===== config.mk =====
export PLATFORM = sky130hd
export DESIGN_NAME = current_b_config_regs
export DESIGN_NICKNAME = d
export VERILOG_FILES = /design/src/common/current_b_pkg.sv /design/src/hdl/current_b_config_regs.sv /design/src/hdl/current_b_period_timer.sv /design/src/hdl/current_b_reg16.sv
export SDC_FILE = /design/constraint.sdc
export NUM_CORES = 1
export LEC_CHECK = 0
export ABC_AREA = 1
export BUFFER_PORTS_ARGS = -buffer_cell sky130_fd_sc_hd__clkbuf_2
export CAP_MARGIN = 20
export CORE_ASPECT_RATIO = 1.75
export CORE_UTILIZATION = 24
export DETAILED_ROUTE_END_ITERATION = 12
export HOLD_SLACK_MARGIN = 0.02
export SLEW_MARGIN = 20
export SYNTH_ARGS = -nofsm -noshare
export SYNTH_HDL_FRONTEND = slang
export SYNTH_SLANG_ARGS = --single-unit

===== constraint.sdc =====
create_clock -name i_clock -period 3.5 [get_ports i_clock]
set_clock_uncertainty 0.05 [all_clocks]
set_input_delay 0.175 -clock i_clock [delete_from_list [all_inputs] [get_ports i_clock]]
set_output_delay 0.175 -clock i_clock [all_outputs]
set_load 0.01 [all_outputs]

===== src/common/current_b_pkg.sv =====
// Constants for the current channel B configuration and calibration register set.
// Assumes a 16-bit register port with 8-bit addresses driven by the SPI front end.
// How it works
// - Bit 11 of config one picks continuous (0) or single-shot (1) conversions.
// - Bits 10:8 of config one pick oversampling 64 to 8192 by powers of two, reset 1024.
// - Without global chop, a result is produced once every oversampling-ratio modulator periods; chop adds the chop delay.
// - Bit 3 of config one enables global chop and resets to 0.
// - Bits 2:0 of config one set the chop delay to 2 shifted left by the code, in modulator periods.
// - Bit 15 of config two enables the channel and resets to 1.
// - A disabled channel, standby or power-down clears the result and the two-bit conversion counter.
// - Bits 11:10 of config two pick gain 4, 8, 16 or 32, with 16 and 32 done as analog 8 plus digital shift.
// - Bits 9:8 of config two route normal, swapped, shorted to ground, or the test DAC.
// - Bit 5 of config two steers the test source to the positive (0) or negative (1) pin, reset 0.
// - Bit 4 of config two steers the test sink to the positive (0) or negative (1) pin, reset 1.
// - Bits 3:2 of config two set the source current off, 4, 40 or 240 microamps.
// - Bits 1:0 of config two set the sink current with the same encoding.
// - The 24-bit offset sits as bits 23:8 in the upper register and bits 7:0 in bits 15:8 of the lower.
// - One offset step is twice the reference over gain times 2 to the 24.
package current_b_pkg;
    localparam int ADDR_W = 8;
    localparam int DATA_W = 16;
    localparam logic [7:0] ADDR_CONFIG_ONE = 8'hc2;
    localparam logic [7:0] ADDR_CONFIG_TWO = 8'hc3;
    localparam logic [7:0] ADDR_OFFSET_UPPER = 8'hc4;
    localparam logic [7:0] ADDR_OFFSET_LOWER = 8'hc5;
    localparam logic [15:0] RESET_CONFIG_ONE = 16'h0400;
    localparam logic [15:0] RESET_CONFIG_TWO = 16'h8010;
    localparam logic [15:0] RESET_OFFSET = 16'h0000;
    localparam logic [15:0] MASK_CONFIG_ONE = 16'h0f0f;
    localparam logic [15:0] MASK_CONFIG_TWO = 16'h8f3f;
    localparam logic [15:0] MASK_OFFSET_UPPER = 16'hffff;
    localparam logic [15:0] MASK_OFFSET_LOWER = 16'hff00;
    localparam int BIT_CONV_MODE = 11;
    localparam int OSR_HI = 10;
    localparam int OSR_LO = 8;
    localparam int BIT_CHOP_EN = 3;
    localparam int CHOP_HI = 2;
    localparam int CHOP_LO = 0;
    localparam int BIT_CH_EN = 15;
    localparam int GAIN_HI = 11;
    localparam int GAIN_LO = 10;
    localparam int ROUTE_HI = 9;
    localparam int ROUTE_LO = 8;
    localparam int BIT_SRC_ROUTE = 5;
    localparam int BIT_SINK_ROUTE = 4;
    localparam int SRC_MAG_HI = 3;
    localparam int SRC_MAG_LO = 2;
    localparam int SINK_MAG_HI = 1;
    localparam int SINK_MAG_LO = 0;
    localparam int OFFSET_LOWER_LO = 8;
    localparam int OSR_BASE_LOG2 = 6;
    localparam int CHOP_BASE_LOG2 = 1;
    localparam int RESULT_W = 24;
    localparam int COUNT_W = 16;
    localparam logic [1:0] GAIN_ANALOG_MAX = 2'h1;
    localparam logic [1:0] ROUTE_NORMAL = 2'h0;
    localparam logic [1:0] ROUTE_SWAPPED = 2'h1;
    localparam logic [1:0] ROUTE_SHORTED = 2'h2;
    localparam logic [1:0] ROUTE_TEST_DAC = 2'h3;
endpackage


===== src/hdl/current_b_config_regs.sv =====
// Configuration, calibration and conversion pacing for current channel B.
// Assumes a register port already decoded from SPI frames and a modulator tick strobe.
module current_b_config_regs (
    input wire logic i_clock, // System clock, 50 MHz.
    input wire logic i_rst, // Synchronous register reset, active high.
    input wire logic i_reg_write, // Register write strobe.
    input wire logic i_reg_read, // Register read strobe.
    input wire logic [7:0] i_reg_addr, // Register address.
    input wire logic [15:0] i_reg_wdata, // Register write data.
    input wire logic i_mod_tick, // One pulse per modulator period.
    input wire logic i_standby, // Device in standby.
    input wire logic i_power_down, // Device in power-down.
    input wire logic i_start, // Start pulse for single-shot mode.
    input wire logic [23:0] i_raw_sample, // Filter output before offset and digital gain.
    output logic [15:0] o_reg_rdata, // Read data, valid the cycle after a read.
    output logic o_reg_rvalid, // Read data strobe.
    output logic o_channel_on, // Channel enabled and powered.
    output logic o_single_shot, // Single-shot mode selected.
    output logic o_chop_on, // Global chop active.
    output logic o_chop_settling, // Inside the chop delay after a chop swap.
    output logic [1:0] o_analog_gain, // Analog gain code, 4 or 8.
    output logic [1:0] o_route, // Input route code.
    output logic o_source_on_negative, // Test source on the negative pin.
    output logic o_sink_on_negative, // Test sink on the negative pin.
    output logic [1:0] o_source_magnitude, // Test source current code.
    output logic [1:0] o_sink_magnitude, // Test sink current code.
    output logic [23:0] o_result, // Corrected conversion result.
    output logic o_result_valid, // Pulse when a new result is stored.
    output logic [1:0] o_conversion_counter // Two-bit conversion counter.
);
    typedef enum logic [1:0] {IDLE, CONVERT, CHOP_WAIT} phase_e;

    typedef struct packed {
        phase_e phase;
        logic chop_phase;
        logic [23:0] result;
        logic result_valid;
        logic [1:0] counter;
        logic [15:0] rdata;
        logic rvalid;
        logic channel_on;
        logic single_shot;
        logic chop_on;
        logic chop_settling;
        logic [1:0] analog_gain;
        logic [1:0] route;
        logic source_neg;
        logic sink_neg;
        logic [1:0] source_mag;
        logic [1:0] sink_mag;
    } state_s;

    state_s state;
    state_s next_state;
    logic [15:0] config_one;
    logic [15:0] config_two;
    logic [15:0] offset_upper;
    logic [15:0] offset_lower;
    logic wr_one;
    logic wr_two;
    logic wr_upper;
    logic wr_lower;
    logic channel_active;
    logic conv_done;
    logic chop_done;
    logic [4:0] osr_log2;
    logic [4:0] chop_log2;
    logic signed [23:0] offset_value;
    logic signed [23:0] corrected;
    logic [1:0] gain_code;
    logic [23:0] gained;

    assign wr_one = i_reg_write && i_reg_addr == current_b_pkg::ADDR_CONFIG_ONE;
    assign wr_two = i_reg_write && i_reg_addr == current_b_pkg::ADDR_CONFIG_TWO;
    assign wr_upper = i_reg_write && i_reg_addr == current_b_pkg::ADDR_OFFSET_UPPER;
    assign wr_lower = i_reg_write && i_reg_addr == current_b_pkg::ADDR_OFFSET_LOWER;

    current_b_reg16 #(
        .RESET_VALUE(current_b_pkg::RESET_CONFIG_ONE),
        .WRITE_MASK(current_b_pkg::MASK_CONFIG_ONE)
    ) u_config_one (
        .i_clock(i_clock),
        .i_rst(i_rst),
        .i_write(wr_one),
        .i_data(i_reg_wdata),
        .o_value(config_one)
    );

    current_b_reg16 #(
        .RESET_VALUE(current_b_pkg::RESET_CONFIG_TWO),
        .WRITE_MASK(current_b_pkg::MASK_CONFIG_TWO)
    ) u_config_two (
        .i_clock(i_clock),
        .i_rst(i_rst),
        .i_write(wr_two),
        .i_data(i_reg_wdata),
        .o_value(config_two)
    );

    current_b_reg16 #(
        .RESET_VALUE(current_b_pkg::RESET_OFFSET),
        .WRITE_MASK(current_b_pkg::MASK_OFFSET_UPPER)
    ) u_offset_upper (
        .i_clock(i_clock),
        .i_rst(i_rst),
        .i_write(wr_upper),
        .i_data(i_reg_wdata),
        .o_value(offset_upper)
    );

    current_b_reg16 #(
        .RESET_VALUE(current_b_pkg::RESET_OFFSET),
        .WRITE_MASK(current_b_pkg::MASK_OFFSET_LOWER)
    ) u_offset_lower (
        .i_clock(i_clock),
        .i_rst(i_rst),
        .i_write(wr_lower),
        .i_data(i_reg_wdata),
        .o_value(offset_lower)
    );

    assign channel_active = config_two[current_b_pkg::BIT_CH_EN] && !i_standby && !i_power_down;

    // Ratio 64 is two to the sixth, so the code adds straight onto that exponent.
    assign osr_log2 = 5'(current_b_pkg::OSR_BASE_LOG2) + 5'(config_one[current_b_pkg::OSR_HI:current_b_pkg::OSR_LO]);
    assign chop_log2 = 5'(current_b_pkg::CHOP_BASE_LOG2) + 5'(config_one[current_b_pkg::CHOP_HI:current_b_pkg::CHOP_LO]);

    current_b_period_timer #(
        .LOG2_W(5)
    ) u_conv_timer (
        .i_clock(i_clock),
        .i_rst(i_rst),
        .i_run(state.phase == CONVERT),
        .i_tick(i_mod_tick),
        .i_log2(osr_log2),
        .o_done(conv_done)
    );

    current_b_period_timer #(
        .LOG2_W(5)
    ) u_chop_timer (
        .i_clock(i_clock),
        .i_rst(i_rst),
        .i_run(state.phase == CHOP_WAIT),
        .i_tick(i_mod_tick),
        .i_log2(chop_log2),
        .o_done(chop_done)
    );

    assign offset_value = {offset_upper,
        offset_lower[current_b_pkg::DATA_W-1:current_b_pkg::OFFSET_LOWER_LO]};
    // Offset is in result units at the selected gain, so it is removed after the digital gain step.
    assign gain_code = config_two[current_b_pkg::GAIN_HI:current_b_pkg::GAIN_LO];
    // Digital part of gains 16 and 32 is a left shift; the overflow wraps, as the analog stage saturates first.
    assign gained = (gain_code > current_b_pkg::GAIN_ANALOG_MAX) ?
        (i_raw_sample << (gain_code - current_b_pkg::GAIN_ANALOG_MAX)) : i_raw_sample;
    assign corrected = $signed(gained) - offset_value;

    always_comb begin
        next_state = state;
        next_state.result_valid = 1'b0;
        next_state.rvalid = i_reg_read;
        next_state.rdata = '0;
        case (i_reg_addr)
            current_b_pkg::ADDR_CONFIG_ONE: next_state.rdata = config_one;
            current_b_pkg::ADDR_CONFIG_TWO: next_state.rdata = config_two;
            current_b_pkg::ADDR_OFFSET_UPPER: next_state.rdata = offset_upper;
            current_b_pkg::ADDR_OFFSET_LOWER: next_state.rdata = offset_lower;
            default: next_state.rdata = '0;
        endcase
        if (!i_reg_read) begin
            next_state.rdata = '0;
        end
        next_state.channel_on = channel_active;
        next_state.single_shot = config_one[current_b_pkg::BIT_CONV_MODE];
        next_state.chop_on = config_one[current_b_pkg::BIT_CHOP_EN];
        next_state.analog_gain = (gain_code > current_b_pkg::GAIN_ANALOG_MAX) ?
            current_b_pkg::GAIN_ANALOG_MAX : gain_code;
        next_state.route = config_two[current_b_pkg::ROUTE_HI:current_b_pkg::ROUTE_LO];
        next_state.source_neg = config_two[current_b_pkg::BIT_SRC_ROUTE];
        next_state.sink_neg = config_two[current_b_pkg::BIT_SINK_ROUTE];
        next_state.source_mag = config_two[current_b_pkg::SRC_MAG_HI:current_b_pkg::SRC_MAG_LO];
        next_state.sink_mag = config_two[current_b_pkg::SINK_MAG_HI:current_b_pkg::SINK_MAG_LO];
        case (state.phase)
            IDLE: begin
                if (channel_active && (!config_one[current_b_pkg::BIT_CONV_MODE] || i_start)) begin
                    next_state.phase = CONVERT;
                end
            end
            CONVERT: begin
                if (conv_done) begin
                    next_state.result = corrected;
                    next_state.result_valid = 1'b1;
                    next_state.counter = state.counter + 2'h1;
                    if (config_one[current_b_pkg::BIT_CHOP_EN]) begin
                        next_state.chop_phase = !state.chop_phase;
                        next_state.phase = CHOP_WAIT;
                    end else if (config_one[current_b_pkg::BIT_CONV_MODE]) begin
                        next_state.phase = IDLE;
                    end
                end
            end
            CHOP_WAIT: begin
                if (chop_done) begin
                    next_state.phase = config_one[current_b_pkg::BIT_CONV_MODE] ? IDLE : CONVERT;
                end
            end
            default: next_state.phase = IDLE;
        endcase
        next_state.chop_settling = next_state.phase == CHOP_WAIT;
        if (!channel_active) begin
            next_state.phase = IDLE;
            next_state.chop_settling = 1'b0;
            next_state.result = '0;
            next_state.counter = '0;
            next_state.result_valid = 1'b0;
        end
    end

    always_ff @(posedge i_clock) begin
        if (i_rst) begin
            state <= '0;
            state.phase <= IDLE;
            state.channel_on <= current_b_pkg::RESET_CONFIG_TWO[current_b_pkg::BIT_CH_EN];
            state.sink_neg <= current_b_pkg::RESET_CONFIG_TWO[current_b_pkg::BIT_SINK_ROUTE];
        end else begin
            state <= next_state;
        end
    end

    assign o_reg_rdata = state.rdata;
    assign o_reg_rvalid = state.rvalid;
    assign o_channel_on = state.channel_on;
    assign o_single_shot = state.single_shot;
    assign o_chop_on = state.chop_on;
    assign o_chop_settling = state.chop_settling;
    assign o_analog_gain = state.analog_gain;
    assign o_route = state.route;
    assign o_source_on_negative = state.source_neg;
    assign o_sink_on_negative = state.sink_neg;
    assign o_source_magnitude = state.source_mag;
    assign o_sink_magnitude = state.sink_mag;
    assign o_result = state.result;
    assign o_result_valid = state.result_valid;
    assign o_conversion_counter = state.counter;
endmodule


===== src/hdl/current_b_period_timer.sv =====
// Counts modulator ticks and pulses when a programmable power-of-two period has elapsed.
// Assumes i_tick is a one-cycle strobe per modulator period.
module current_b_period_timer #(
    parameter int LOG2_W = 4
) (
    input wire logic i_clock, // System clock.
    input wire logic i_rst, // Synchronous reset, active high.
    input wire logic i_run, // Count while high, hold cleared while low.
    input wire logic i_tick, // Modulator period strobe.
    input wire logic [LOG2_W-1:0] i_log2, // Period as a power of two.
    output logic o_done // Pulse the cycle after the last tick of a period.
);
    localparam int CW = current_b_pkg::COUNT_W;
    typedef struct packed {
        logic [CW-1:0] count;
        logic done;
    } state_s;
    state_s state;
    state_s next_state;
    logic [CW-1:0] limit;

    initial begin
        if (LOG2_W < 1 || LOG2_W > 5) $error("LOG2_W out of range");
    end

    assign limit = CW'((32'h1 << i_log2) - 32'h1);

    always_comb begin
        next_state = state;
        next_state.done = 1'b0;
        if (!i_run) begin
            next_state.count = '0;
        end else if (i_tick) begin
            if (state.count == limit) begin
                next_state.count = '0;
                next_state.done = 1'b1;
            end else begin
                next_state.count = state.count + 1'b1;
            end
        end
    end

    always_ff @(posedge i_clock) begin
        if (i_rst) begin
            state <= '0;
        end else begin
            state <= next_state;
        end
    end

    assign o_done = state.done;
endmodule


===== src/hdl/current_b_reg16.sv =====
// One 16-bit configuration register with a writable-bit mask.
// Assumes writes are single-cycle strobes with a full 16-bit word.
module current_b_reg16 #(
    parameter logic [15:0] RESET_VALUE = 16'h0000,
    parameter logic [15:0] WRITE_MASK = 16'hffff
) (
    input wire logic i_clock, // System clock.
    input wire logic i_rst, // Synchronous reset, active high.
    input wire logic i_write, // Write strobe for this register.
    input wire logic [15:0] i_data, // Write data.
    output logic [15:0] o_value // Stored value, reserved bits zero.
);
    typedef struct packed {
        logic [15:0] value;
    } state_s;
    state_s state;
    state_s next_state;

    always_comb begin
        next_state = state;
        if (i_write) begin
            next_state.value = i_data & WRITE_MASK;
        end
    end

    always_ff @(posedge i_clock) begin
        if (i_rst) begin
            state.value <= RESET_VALUE & WRITE_MASK;
        end else begin
            state <= next_state;
        end
    end

    assign o_value = state.value;
endmodule


==> metrics.cfg <==
[run_status]
status = finished, final reports clean

[placed_design]
dp.cells = 1785
gp_congestion = 1.01
dpl_worst_slack_ps = 363
dp_hpwl_mm = 24.6
io_buffers = 113

[worst_setup_path]
cp.arrival_ps = 3450
crit_chain = inv_1, ha_1, nor2_2, inv_1, nor2_2, buf_4, buf_4, nand2_1, o221ai_1, ha_1, a21oi_1, o21ai_0, a21oi_1, nand3_1, nand2_1, nand2_1, o21bai_1, inv_1
cp.buffers_inverters = 5
required_ps = 3770
rr_startpoint = u_config_two.o_value[11]$_SDFFE_PP0P_
critPathTopFamily = compound AO/OA/AOI/OAI gates
cp-end-kind = flip-flop
critPathMaxStageDelay_ps = 410
crit_type = flip-flop to flip-flop
path_max_fanout = 8
slowest_stage = ha_1
cp-start-kind = flip-flop
crit_start = u_config_two.o_value[11]$_SDFFE_PP0P_

[sta]
slew_headroom = 0.377
slew_violations = 0
min_period_ps = 3180
worst_pin_slew_ps = 933
rsz0062_at_grt = no
finalSetupViolations = 0
tns_ps = 0
fmax_mhz = 315
setup_ws_ps = 324
hold_viol_final = 0
finalCritPeriodShare = 0.907

[finish]
drive_above_1_share = 0.135
final_nets = 1436
fill_cells = 3863
synthToLayoutAreaGrowth_pct = 15.6
final_common_cell = nand2_1
antennaDiodeCount = 0
mostFrequentLayoutCells = 294 x nand2_1, 176 x inv_1, 137 x dfxtp_1
instances_no_fill = 1821

[synthesis]
ys_ff_latch = 137
synth_flop_cell = dfxtp_1
yosys_warnings = 0
synthArstFlopShare = 0
synthCells = 1283
synth_edf_count = 0
syn_area_um2 = 8450
yosysUniqueCellTypes = 41
post_synth.cell_area_avg_um2 = 6.59
yosysSeqAreaShare = 0.324
syn-num-nets = 1370

[die]
dieArea_um2 = 36000
ios = 114
die_w_um = 144
placeableCoreArea_um2 = 34600
rows = 90
start_util = 0.245
die_y_um = 250

[route]
routed_wl_mm = 30.1
drtIter0Drc = 563
wl_per_cell_um = 16.5
vias = 8423
drtAntennaViolNets = 0
dr.pass1.iters = 6
drc = 0
viasPerCell = 4.63

[pwr]
leakage_uw = 0.00431
max-vdd-ir-drop_v = 0.000280
power.density_nw_per_um2 = 369

[hold_path]
min_path_type = input pin to flip-flop
hold_start = i_reg_wdata[6]

[global_route]
grt_max_degree = 42
grt_pass1_wl_mm = 45.9
grt_pass1_vias = 8231
grt.overflow.total = 0
antenna_found_initial = 0
grt_use_total = 0.174

[clocking]
ctsRootBufferMaster = clkbuf_16
clk_transition_reported_paths_ps = 60
cts.path.max_buffers = 2
cts-buffers-inserted = 17
clock_sinks = 137
clk-insertion-delay-late_ps = 430
cts_tree = yes
cts_htree_levels = 4

[flow_run]
max_cap_viol_count = 0

synth_stat cells, types with 2 or more instances:
master	n	area (µm²)
xor2_1	23	201
nand3b_1	3	22.5
nand4_1	19	119
nor4_1	4	25.0
a21o_1	3	22.5
nand2_4	2	22.5
a21oi_1	94	470
buf_4	52	390
ha_1	30	375
nor2_4	2	22.5
dfxtp_1	137	2740
nand2_1	294	1100
o21bai_1	8	60.1
nand3_1	76	380
nor3_1	21	105
nor2_1	114	428
o211ai_1	16	120
clkbuf_1	30	113
xnor2_1	11	96.3
inv_1	176	661
nor2_2	15	93.8
o22ai_1	18	113
buf_2	2	10.0
o21ai_0	105	526
o221ai_1	2	17.5
nand3_2	2	20.0
a31oi_1	4	25.0
or2_2	3	18.8
inv_2	2	7.51
o21a_1	4	30.0
worst reg2reg max path, stage by stage (launching register included):
cell and delay, ps:
dfxtp_1 300, inv_1 90, ha_1 220, nor2_2 120, inv_1 90, nor2_2 220
buf_4 220, buf_4 140, nand2_1 50, o221ai_1 120, ha_1 410, a21oi_1 280
o21ai_0 140, a21oi_1 210, nand3_1 130, nand2_1 80, nand2_1 40, o21bai_1 130
inv_1 50
power by group:
group / internal (µW) / switching (µW) / leakage (µW) / total, µW
Sequential: 1560 / 1.16 / 0.00110 / 1560
Combinational: 110 / 227 / 0.00293 / 337
Clock: 1020 / 679 / 0.000273 / 1700
sequential cells by signal (all words and copies together), names as in the netlist, 2 cells and up:
name,cells
u_config_one.o_value,8
o_source_magnitude,2
o_reg_rdata,16
u_offset_upper.o_value,16
o_analog_gain,2
u_chop_timer.state,16
o_sink_magnitude,2
o_route,2
u_offset_lower.o_value,8
state,2
u_conv_timer.state,16
o_conversion_counter,2
o_result,24
u_config_two.o_value,11
repair_timing:
item,in CTS,in global routing
endpoints found under the setup margin,0,1
hold buffers,5,0
buffers inserted,0,0
gates resized for setup,0,1
hold endpoints to repair,6,0
area by class of cell:
| class | instances | area [µm²] | share of cell area |
|---|---|---|---|
| Inverter | 179 | 674 | 0.0690 |
| Tap cell | 460 | 576 | 0.0589 |
| Clock inverter | 8 | 71.3 | 0.00730 |
| Multi-Input combinational cell | 882 | 4510 | 0.461 |
| Timing Repair Buffer | 132 | 721 | 0.0738 |
| Clock buffer | 23 | 478 | 0.0489 |
| Sequential cell | 137 | 2740 | 0.281 |
routing by layer:
metal,share of wire,global-route usage
met5,0,0
met4,0.057,0.105
met3,0.031,0.0262
met2,0.57,0.344
met1,0.34,0.160
per-stage QoR:
step / hold WS (ps) / utilization / power, µW / instance area [µm²]
3_3_place_gp: 387 / 0.265 / 1920 / 9170
5_1_grt: 46.9 / 0.283 / 3760 / 9770
6_report: 34.7 / 0.283 / 3600 / 9770
2_1_floorplan: 251 / - / 1790 / 8450
3_5_place_dp: 400 / 0.265 / 1920 / 9170
4_1_cts: 22.4 / 0.283 / 3640 / 9770
worst paths after layout:
kind                                                                to  slack (ps)  depth (start not counted)
worst max register to register               o_result[22]$_SDFFE_PP0P_         320                         18
worst min-delay path            u_offset_upper.o_value[6]$_SDFFE_PP0P_          30                          3
worst min register to register    o_conversion_counter[1]$_SDFFE_PP0P_         400                          1
worst max-delay path                         o_result[22]$_SDFFE_PP0P_         320                         18
cell families after synthesis:
| family | count (synthesis) | share of synthesized area |
|---|---|---|
| AND/OR/NAND/NOR | 559 | 0.283 |
| buffers and inverters | 264 | 0.143 |
| AO/OA/AOI/OAI | 256 | 0.166 |
| flip-flops | 137 | 0.324 |
| XOR/XNOR | 34 | 0.0352 |
| adder cells (fa/ha/maj) | 31 | 0.0468 |
| other | 1 | 0.000444 |
| multiplexers | 1 | 0.00118 |
(Power assumes the default switching activity.)
